`config.mk`:
```
export PLATFORM = sky130hd
export DESIGN_NAME = pot_control
export DESIGN_NICKNAME = d
export VERILOG_FILES = /design/src/preset_mem.v /design/src/pot_control.v
export VERILOG_INCLUDE_DIRS = /design/src
export SDC_FILE = /design/constraint.sdc
export NUM_CORES = 1
export LEC_CHECK = 0
export BUFFER_PORTS_ARGS = -buffer_cell sky130_fd_sc_hd__buf_2
export CORE_MARGIN = 2
export CORE_UTILIZATION = 48
export DETAILED_ROUTE_END_ITERATION = 7
export HOLD_SLACK_MARGIN = 0.15
export PLACE_DENSITY = 0.66
export REMOVE_ABC_BUFFERS = 1
export SLEW_MARGIN = 25
export SYNTH_ARGS = -nofsm -noshare
export SYNTH_HDL_FRONTEND = slang
export SYNTH_HIERARCHICAL = 1
export SYNTH_SLANG_ARGS = --single-unit
```
`constraint.sdc`:
```
create_clock -name clk -period 7.7 [get_ports clk]
set_clock_uncertainty 0.15 [all_clocks]
set_input_delay 0.385 -clock clk [delete_from_list [all_inputs] [get_ports clk]]
set_output_delay 0.385 -clock clk [all_outputs]
set_load 0.03 [all_outputs]
```
`src/pot_defs.vh`:
```
/*
 * Shared constants of the four-channel pot control block: channel count,
 * serial state codes, operation codes and preset layout.
 * Assumes inclusion by bare name from each design file that needs it.
 */
`ifndef POT_DEFS_VH
`define POT_DEFS_VH

`define CHANNELS        4
`define POS_W           8
`define POS_MAX         8'hff
`define POS_MIN         8'h00
`define PRESET_INIT     8'h80
`define PRESET_AW       4
`define PRESET_DEPTH    16

// Serial slave states
`define ST_IDLE         3'h0
`define ST_ADDR         3'h1
`define ST_INSTR        3'h2
`define ST_DATA_W       3'h3
`define ST_READ         3'h4

// Instruction byte: [7:4] operation, [3:2] channel, [1:0] preset slot
`define OP_RD_WCR       4'h9
`define OP_WR_WCR       4'ha
`define OP_RD_PRE       4'hb
`define OP_WR_PRE       4'hc
`define OP_XFER_TO_WCR  4'hd
`define OP_XFER_TO_PRE  4'he

`define BIT_ACK         4'h8
`define INIT_DONE       3'h5

`endif

```
`src/preset_mem.v`:
```
/*
 * Preset store: sixteen bytes, four per channel, one write port and one
 * read port whose data come out of a register.
 * Assumes a single clock; contents start at a fixed value after reset.
 */
`timescale 1ns/10ps
`include "pot_defs.vh"

module preset_mem #(
    parameter AW = `PRESET_AW,
    parameter DW = `POS_W
) (
    input  wire          clk,
    input  wire          rstn,
    input  wire          ce,
    input  wire          we,
    input  wire [AW-1:0] waddr,
    input  wire [DW-1:0] wdata,
    input  wire [AW-1:0] raddr,
    output reg  [DW-1:0] rdata
);

    reg [DW-1:0] mem [0:(1<<AW)-1];
    integer      i;

    // Non-volatile contents are modelled as a reset value
    always @(posedge clk or negedge rstn) begin
        if (!rstn) begin
            for (i = 0; i < (1<<AW); i = i + 1) begin
                mem[i] <= `PRESET_INIT;
            end
            rdata <= {DW{1'b0}};
        end else if (ce) begin
            if (we) begin
                mem[waddr] <= wdata;
            end
            rdata <= mem[raddr];
        end
    end

endmodule // preset_mem

```
`src/pot_control.v`:
```
/*
 * Control logic of a four-channel digital potentiometer: wiper position
 * registers, preset store, a 2-wire serial slave and an up/down stepper.
 * Assumes scl, sda and every control pin arrive asynchronously and are
 * far slower than clk; the sda wire is resolved outside from sda_oe.
 */
// Contract
// - Four channels, one position, four presets each
// - Position is an 8-bit tap code
// - Reset copies first preset into each position
// - Serial data sampled on rising scl
// - Returned data changes after falling scl
// - Data line only pulled low or released
// - Respond only when address matches straps
// - Serial write, read and transfer operations
// - Scl serves serial and up/down by select
// - Select low lets scl step the wiper
// - Serial slave active only while select high
// - Channel pick chooses the stepped channel
// - Write protect low blocks every preset write
`timescale 1ns/10ps
`include "pot_defs.vh"

module pot_control #(
    parameter [4:0] SLAVE_ID = 5'h0a  // Arbitrary upper address bits
) (
    input  wire        clk,
    input  wire        rstn,
    input  wire        ce,
    input  wire        scl,
    input  wire        sda_in,
    output wire        sda_out,
    output reg         sda_oe,
    input  wire        cs_n,
    input  wire        up_dn,
    input  wire [1:0]  channel_pick,
    input  wire [2:0]  addr_strap,
    input  wire        wp_n,
    output wire [31:0] wiper_position_reg,
    output wire        busy
);

    ////////////////////////////////////////////////////////////////////
    // Two-stage synchronisers, then one delay stage for edges
    reg  [9:0] sync1;
    reg  [9:0] sync2;
    reg        scl_d;
    reg        sda_d;
    reg        cs_n_d;
    wire       scl_s  = sync2[0];
    wire       sda_s  = sync2[1];
    wire       cs_n_s = sync2[2];
    wire       up_s   = sync2[3];
    wire [1:0] pick_s = sync2[5:4];
    wire [2:0] strap_s = sync2[8:6];
    wire       wp_n_s = sync2[9];

    always @(posedge clk or negedge rstn) begin
        if (!rstn) begin
            sync1  <= 10'h3ff;
            sync2  <= 10'h3ff;
            scl_d  <= 1'b1;
            sda_d  <= 1'b1;
            cs_n_d <= 1'b1;
        end else if (ce) begin
            sync1  <= {wp_n, addr_strap, channel_pick, up_dn, cs_n, sda_in, scl};
            sync2  <= sync1;
            scl_d  <= scl_s;
            sda_d  <= sda_s;
            cs_n_d <= cs_n_s;
        end
    end

    wire scl_rise = scl_s & ~scl_d;
    wire scl_fall = ~scl_s & scl_d;
    wire serial_on = cs_n_s & ~busy;
    wire start_c = serial_on & scl_s & scl_d & sda_d & ~sda_s;
    wire stop_c  = serial_on & scl_s & scl_d & ~sda_d & sda_s;
    wire updn_on = ~cs_n_s & ~busy;

    ////////////////////////////////////////////////////////////////////
    // Power-up recall sequencer
    reg  [2:0] init_step;
    assign busy = (init_step != `INIT_DONE);

    always @(posedge clk or negedge rstn) begin
        if (!rstn) begin
            init_step <= 3'h0;
        end else if (ce && busy) begin
            init_step <= init_step + 3'h1;
        end
    end

    ////////////////////////////////////////////////////////////////////
    // Serial slave
    reg  [2:0] state;
    reg  [3:0] bit_cnt;
    reg  [7:0] shift;
    reg  [7:0] instr;
    reg  [7:0] rd_shift;
    reg  [3:0] ser_raddr;
    wire [7:0] mem_rdata;
    wire [7:0] wcr_sel;

    wire [3:0] op_now   = shift[7:4];
    wire       op_valid = (op_now >= `OP_RD_WCR) && (op_now <= `OP_XFER_TO_PRE);
    wire       addr_hit = (shift[7:3] == SLAVE_ID) && (shift[2:0] == strap_s);
    wire       ack_rise = serial_on & scl_rise & (bit_cnt == `BIT_ACK);
    wire       wr_wcr   = ack_rise & (state == `ST_DATA_W) & (instr[7:4] == `OP_WR_WCR);
    wire       xf_wcr   = ack_rise & (state == `ST_INSTR) & (op_now == `OP_XFER_TO_WCR);
    wire       wr_pre   = ack_rise & (state == `ST_DATA_W) & (instr[7:4] == `OP_WR_PRE);
    wire       xf_pre   = ack_rise & (state == `ST_INSTR) & (op_now == `OP_XFER_TO_PRE);
    wire [1:0] ser_ch   = (state == `ST_INSTR) ? shift[3:2] : instr[3:2];
    wire [3:0] ser_slot = (state == `ST_INSTR) ? shift[3:0] : instr[3:0];

    always @(posedge clk or negedge rstn) begin
        if (!rstn) begin
            state     <= `ST_IDLE;
            bit_cnt   <= 4'h0;
            shift     <= 8'h00;
            instr     <= 8'h00;
            rd_shift  <= 8'h00;
            ser_raddr <= 4'h0;
            sda_oe    <= 1'b0;
        end else if (ce) begin
            if (!serial_on || stop_c) begin
                state  <= `ST_IDLE;
                sda_oe <= 1'b0;
            end else if (start_c) begin
                state   <= `ST_ADDR;
                bit_cnt <= 4'h0;
                sda_oe  <= 1'b0;
            end else if (scl_rise && state != `ST_IDLE) begin
                if (bit_cnt != `BIT_ACK) begin
                    shift   <= {shift[6:0], sda_s};
                    bit_cnt <= bit_cnt + 4'h1;
                end else begin
                    bit_cnt <= 4'h0;
                    case (state)
                        `ST_ADDR: begin
                            state <= addr_hit ? `ST_INSTR : `ST_IDLE;
                        end
                        `ST_INSTR: begin
                            instr <= shift;
                            if (op_now == `OP_WR_WCR || op_now == `OP_WR_PRE) begin
                                state <= `ST_DATA_W;
                            end else if (op_now == `OP_RD_WCR) begin
                                state    <= `ST_READ;
                                rd_shift <= wcr_sel;
                            end else if (op_now == `OP_RD_PRE) begin
                                state    <= `ST_READ;
                                rd_shift <= mem_rdata;
                            end else begin
                                state <= `ST_IDLE;
                            end
                        end
                        `ST_READ: begin
                            // Master acknowledge repeats the same byte
                            state <= sda_s ? `ST_IDLE : `ST_READ;
                        end
                        default: begin
                            state <= `ST_IDLE;
                        end
                    endcase
                end
            end else if (scl_fall) begin
                // Drive changes only while scl is low; idle too, so a final ack is let go
                if (bit_cnt == `BIT_ACK) begin
                    case (state)
                        `ST_ADDR:   sda_oe <= addr_hit;
                        `ST_INSTR: begin
                            sda_oe    <= op_valid;
                            ser_raddr <= shift[3:0];
                        end
                        `ST_DATA_W: sda_oe <= 1'b1;
                        default:    sda_oe <= 1'b0;
                    endcase
                end else if (state == `ST_READ) begin
                    sda_oe <= ~rd_shift[3'h7 - bit_cnt[2:0]];
                end else begin
                    sda_oe <= 1'b0;
                end
            end
        end
    end

    assign sda_out = 1'b0;

    ////////////////////////////////////////////////////////////////////
    // Up/down stepping and store
    wire ud_step  = updn_on & scl_rise;
    wire ud_store = cs_n_s & ~cs_n_d & scl_s & ~busy;
    // A store sees select already high, yet must save the picked channel
    wire [1:0] sel_ch = (cs_n_s & ~ud_store) ? ser_ch : pick_s;

    assign wcr_sel = wiper_position_reg[sel_ch*8 +: 8];

    ////////////////////////////////////////////////////////////////////
    // Preset store and its single write port
    wire       mem_we = ((wr_pre | xf_pre) & cs_n_s | ud_store) & wp_n_s;
    wire [3:0] mem_waddr = ud_store ? {pick_s, 2'b00} : ser_slot;
    wire [7:0] mem_wdata = wr_pre ? shift : wcr_sel;
    wire [3:0] mem_raddr = busy ? {init_step[1:0], 2'b00} : ser_raddr;

    preset_mem #(
        .AW (`PRESET_AW),
        .DW (`POS_W)
    ) u_presets (
        .clk   (clk),
        .rstn  (rstn),
        .ce    (ce),
        .we    (mem_we),
        .waddr (mem_waddr),
        .wdata (mem_wdata),
        .raddr (mem_raddr),
        .rdata (mem_rdata)
    );

    ////////////////////////////////////////////////////////////////////
    // Wiper position registers, one per channel
    genvar g;
    generate
        for (g = 0; g < `CHANNELS; g = g + 1) begin : chan
            reg  [7:0] pos;
            wire       hit = (sel_ch == g);
            assign wiper_position_reg[g*8 +: 8] = pos;

            always @(posedge clk or negedge rstn) begin
                if (!rstn) begin
                    pos <= `POS_MIN;
                end else if (ce) begin
                    if (busy && init_step == g + 1) begin
                        pos <= mem_rdata;
                    end else if (wr_wcr && hit) begin
                        pos <= shift;
                    end else if (xf_wcr && hit) begin
                        pos <= mem_rdata;
                    end else if (ud_step && hit) begin
                        if (up_s && pos != `POS_MAX) begin
                            pos <= pos + 8'h01;
                        end else if (!up_s && pos != `POS_MIN) begin
                            pos <= pos - 8'h01;
                        end
                    end
                end
            end
        end
    endgenerate

endmodule // pot_control

```
Word-level counts from Yosys, hierarchy flattened. Index checks and enable logic that the tools add are counted.

Equality and inequality tests: 30. $mul: 0. Divide/modulo/power cells: 0. Shift operators: 1. Add/sub/neg operators: 11. Multiplexer cells: 60. Reductions and logical operators: 63. Bitwise gates (word level): 43. Magnitude comparators: 6.

Operators by type and width (count): $mux W8 (30); $bwmux W128 (1); $eq A4 B4 Y1 const B (9); $add A8 B1 Y8 const B (4); $bmux W8 S4 (1); $demux W8 S4 (1); $ne A8 B8 Y1 const B (4); $reduce_bool A8 Y1 (4); $shiftx A32 B6 Y8 (1); $sub A8 B1 Y8 const B (4); $logic_and A1 B1 Y1 (29); $and A1 B1 Y1 (25); $mux W3 (8); $mux W4 (6); $reduce_and A3 Y1 (7); $reduce_bool A5 Y1 (4); $reduce_bool A4 Y1 (4); $not A1 Y1 (14); $eq A3 B2 Y1 const B (4); $ge A5 B5 Y1 const B (2); $not A4 Y5 (2); $ne A3 B3 Y1 const B (3); $pmux W3 S3 (1); $reduce_bool A3 Y1 (3); 28 further kinds (43).

Word-level logic and storage cells: 248. Memories: 0. Input bits: 13. Output and inout bits: 35. Bits in read-only memories: 0. RAM bits: 0. Register bits after elaboration: 230. Bits in latches: 0.

Logic depth before layout (Yosys ltp).
Depth in word-level cells: 13. Gate-level depth with buffers: 12.

Hierarchy. Netlist, hierarchy kept.

By module, submodules not included: pot_control (sequential area each 2381.0 µm², area an instance 6951.7 µm², times used 1, cells each 742); preset_mem (sequential area each 3423.3 µm², area an instance 6178.4 µm², times used 1, cells each 382).

Worst setup path before layout. OpenSTA, ideal clock, no wires.

Kind: reg-to-reg. Start: register state[2]. End: register u_presets/mem[104] (netlist bit). Setup time: 0.128 ns. Period minus slack after synthesis: 3.534 ns. Data required time: 7.422 ns. Cell stages (with the launch flop): 11. Buffers on the path: 2. Arrival time: 3.257 ns. Slack: 4.166 ns. Path through: dfrtp_1 or3b_1 buf_6 or3b_2 o41ai_1 nand2_1 a21boi_0 nand4b_1 or3_1 buf_2 mux2_1.

Elaborated cells between the ends (all ways): 24. Those cells by class: 2 x order compare; 2 x eq/ne; 1 x shift; 8 x mux; 9 x bitwise; 2 x reduce/logical.

RTL lines: from (decl) (RTL line pot_control.v:96) `reg [2:0] state;`; from (signal assigned) (RTL line pot_control.v:118) `` state <= `ST_IDLE; ``; from (signal assigned) (RTL line pot_control.v:127) `` state <= `ST_IDLE; ``; from (signal assigned) (RTL line pot_control.v:130) `` state <= `ST_ADDR; ``; $eq A3 B2 Y1; $and A1 B1 Y1 (on tied branches) (2 in a row) (RTL line pot_control.v:111, pot_control.v:112); $or A1 B1 Y1 * (RTL line pot_control.v:200) `wire mem_we = ((wr_pre | xf_pre) & cs_n_s | ud_store) & wp_n_s;`; $and A1 B1 Y1 * (RTL line pot_control.v:200); $or A1 B1 Y1 * (RTL line pot_control.v:200); $and A1 B1 Y1 * (RTL line pot_control.v:200); net mem_we (RTL line pot_control.v:200); $reduce_and A2 Y1 (no source line) *; to (signal, indexed assignment) (RTL line preset_mem.v:30) `` mem[i] <= `PRESET_INIT; ``; to (signal, indexed assignment) (RTL line preset_mem.v:35) `mem[waddr] <= wdata;`; to (decl) (RTL line preset_mem.v:23) `reg [DW-1:0] mem [0:(1<<AW)-1];`.

Mark *: on every way through the listed nets, which the timed path passes. The rest lies on a longest branch. A chain may end at the register's enable or synchronous reset.

Final worst setup path.
Start: register state[2]. End: register u_presets/mem[107] (netlist bit).

The elaborated chain is that of the path after synthesis.

==> flow_metrics.tcl <==
set metrics [dict create \
    outcome "finished, final reports clean" \
    hold_viol_final 0 \
    tns_ns 0 \
    switchingPower_uw 1970 \
    p_leak_uw 0.00655 \
    path_max_fanout 14 \
    antenna_cells 0 \
    fmax_ghz 0.229 \
    num-fill-cells 2301 \
    crit_start "state[2]" \
    drt-initial-drc-count 741 \
    clock_latency_ns 0.54 \
    layout.nets 1204 \
    tritoncts "built" \
    overflow 0 \
    async_reset_ff_share_pct 100 \
    p_int_uw 2960 \
    synth_flop_cell "dfrtp_1" \
    drtAntennaViolNets 0 \
    clock_sink_count 230 \
    combPwrFrac_pct 38.0 \
    drt_wl_total_um 33800 \
    dpl.cell_count 1454 \
    setup_slack_ns 3.33 \
    cpPeakStageDelay_ns 0.69 \
    grt_first_pass_wirelength_um 53800 \
    synthCells 1124 \
    cts_buffer_depth 3 \
    fin_area_mm2 0.0146 \
    cts_made_buffers 26 \
    p_per_area_mw_per_mm2 337 \
    grt_usage_pct 24.1 \
    yosysUniqueCellTypes 75 \
    drv_cap 0 \
    p_sw_share_pct 40.0 \
    yosysSeqAreaShare_pct 44.2 \
    vias 9363 \
    fin_cells 1513 \
    rows 60 \
    worst_pin_slew_ns 0.961 \
    pre_cts_slack_ns 3.40 \
    placed_area_mm2 0.0135 \
    grt_setup_unrepaired "no" \
    die_h_um 169 \
    required_ns 7.97 \
    peakVddDrop_mv 0.201 \
    syn_area_per_cell_um2 11.7 \
    cp_slowest_cell "or3b_1" \
    syn_area_mm2 0.0131 \
    synth_seq_cells 230 \
    relSlewSlack_pct 34.1 \
    min_path_type "primary input to async pin" \
    grt_pass1_vias 9205 \
    path_class "flop to flop" \
    min_period_over_period_pct 56.8 \
    cts-root-buf "clkbuf_16" \
    finalMaxSlewViolations 0 \
    utilization_pct 54.5 \
    post-dp-hpwl_um 22700 \
    grt_max_degree 94 \
    via_per_inst 6.19 \
    synth-edff-count 0 \
    setup_viol 0 \
    gp_congestion 0.932 \
    dieArea_mm2 0.0287 \
    worstPathCellList "or3b_1, or3b_2, o41ai_1, nand2_1, a21boi_0, nand4b_1, or3_1, mux2_1" \
    routedWlPerCell_um 22.4 \
    start_kind "flop" \
    htree_levels 1 \
    path_clk_slew_ns 0.06 \
    pwr-share-clk_pct 27.7 \
    power_frac_seq_pct 34.3 \
    period_minus_slack_ns 4.37 \
    cp.arrival_ns 4.64 \
    first_pass_iters 5 \
    synth_warnings 6 \
    drive_gt1_share_pct 33.4 \
    coreArea_mm2 0.0269 \
    cts_resized 0 \
    io_buffers 46 \
    area_delta_synth_final_pct 11.5 \
    end_kind "flop" \
    initial_core_util_pct 48.9 \
    io_pins 48 \
    drc_errors 0 \
    die_x_um 169 \
    worstReg2RegStart "state[2]" \
    antenna_found_initial 0 \
]
-- power by group through the flow --
stage                     Clock [uW]  Combinational (uW)  Sequential, uW
after global routing            1440                2050            1710
after global placement             0                1830            1690
after floorplan                    0                1200            1710
after detailed placement           0                1850            1700
final                           1360                1870            1690
after CTS                       1390                1860            1680
-- per-layer routing --
metal	wire, um	global-route usage (%)	vias to the layer above
met4	956	6.76	0
met2	15800	38.4	292
met1	15100	34.7	4756
li1	-	-	4249
met5	0	0	-
met3	1900	3.26	66
-- per-stage QoR --
| stage | hold slack [ns] | total power (uW) |
|---|---|---|
| after floorplan | -0.0606 | 2910 |
| after global placement | 0.300 | 3520 |
| after detailed placement | 0.305 | 3540 |
| after CTS | 0.306 | 4930 |
| after global routing | 0.348 | 5200 |
| final | 0.310 | 4930 |
-- state kept, by name, indices dropped and copies added, names as in the netlist --
register         flops
state                3
u_presets/mem      128
init_step            3
sda_d                1
cs_n_d               1
sync2               10
bit_cnt              4
rd_shift             8
chan.pos            32
shift                8
u_presets/rdata      8
instr                8
ser_raddr            4
sda_oe               1
scl_d                1
sync1               10
-- timing repair --
action	in CTS	in global routing
setup buffers	0	0
endpoints found under the hold margin	98	0
hold buffers	11	0
-- cells by family after synthesis --
kind of cell	Yosys count	share of synthesized area (%)
flip-flops	230	44.2
XOR/XNOR	28	1.87
buffers and inverters	84	2.87
adder cells (fa/ha/maj)	39	3.95
multiplexers	259	25.8
AO/OA/AOI/OAI	218	10.8
AND/OR/NAND/NOR	265	10.4
other	1	0.0286
-- final timing paths --
| kind | end | slack (ns) | cells past startpoint |
|---|---|---|---|
| setup / recovery | u_presets/mem[107] | 3.33 | 8 |
| setup reg to reg | u_presets/mem[107] | 3.33 | 8 |
| max in group asynchronous | chan[0].pos[3] | 5.84 | 3 |
| hold / removal | u_presets/mem[125] | 0.31 | 2 |
| hold reg to reg | rd_shift[0] | 0.32 | 2 |
| min in group clk | sda_oe | 0.31 | 3 |
-- cells in the mapped netlist (13+ instances only) --
library cell	count	share of area (%)
dfrtp_1	191	36
mux2_2	174	15
nand2_1	91	2.6
o21ai_0	52	2.0
nor2_1	47	1.3
mux4_2	42	7.2
a21oi_1	39	1.5
dfstp_2	39	7.8
ha_1	35	3.3
clkbuf_1	33	0.94
mux2i_1	26	2.0
inv_1	20	0.57
o22ai_1	19	0.91
xnor2_1	17	1.1
a21o_1	14	0.80
a221oi_1	14	0.93
buf_2	13	0.50
nand2b_1	13	0.62
nand3_1	13	0.50
nor4_1	13	0.62
-- critical path: cells and delay by family, from the launching register on --
kind	cells	cell delay [ns]
AND/OR/NAND/NOR	5	2.29
AO/OA/AOI/OAI	2	0.90
flip-flops	1	0.53
multiplexers	1	0.37
-- area by class of cell --
cell class / count / area, um2 / area share, %
multi-input combinational: 810 / 6950 / 47.5
sequential: 230 / 5800 / 39.7
clock buffer: 35 / 777 / 5.31
tap: 341 / 427 / 2.92
timing repair buffer: 64 / 407 / 2.78
clock inverter: 13 / 190 / 1.30
inverter: 20 / 75.1 / 0.513
-- placed cells by master (no fill, tap or decap), drive strengths merged, types with 8 or more instances in the layout --
master,count
nor2b,11
xor2,11
dfrtp,191
o22ai,19
inv,22
mux2i,26
clkbuf,35
nor4,13
o21ai,63
nand2b,13
mux2,191
a211oi,8
nand2,92
dfstp,39
buf,53
dlygate4sd3,11
a21oi,39
nand3,13
nand4,10
o21a,8
xnor2,17
a221oi,14
nor3,10
nor2,56
ha,35
a21o,14
mux4,42
a22oi,12
Note: power is estimated with default switching activity, not from simulation.
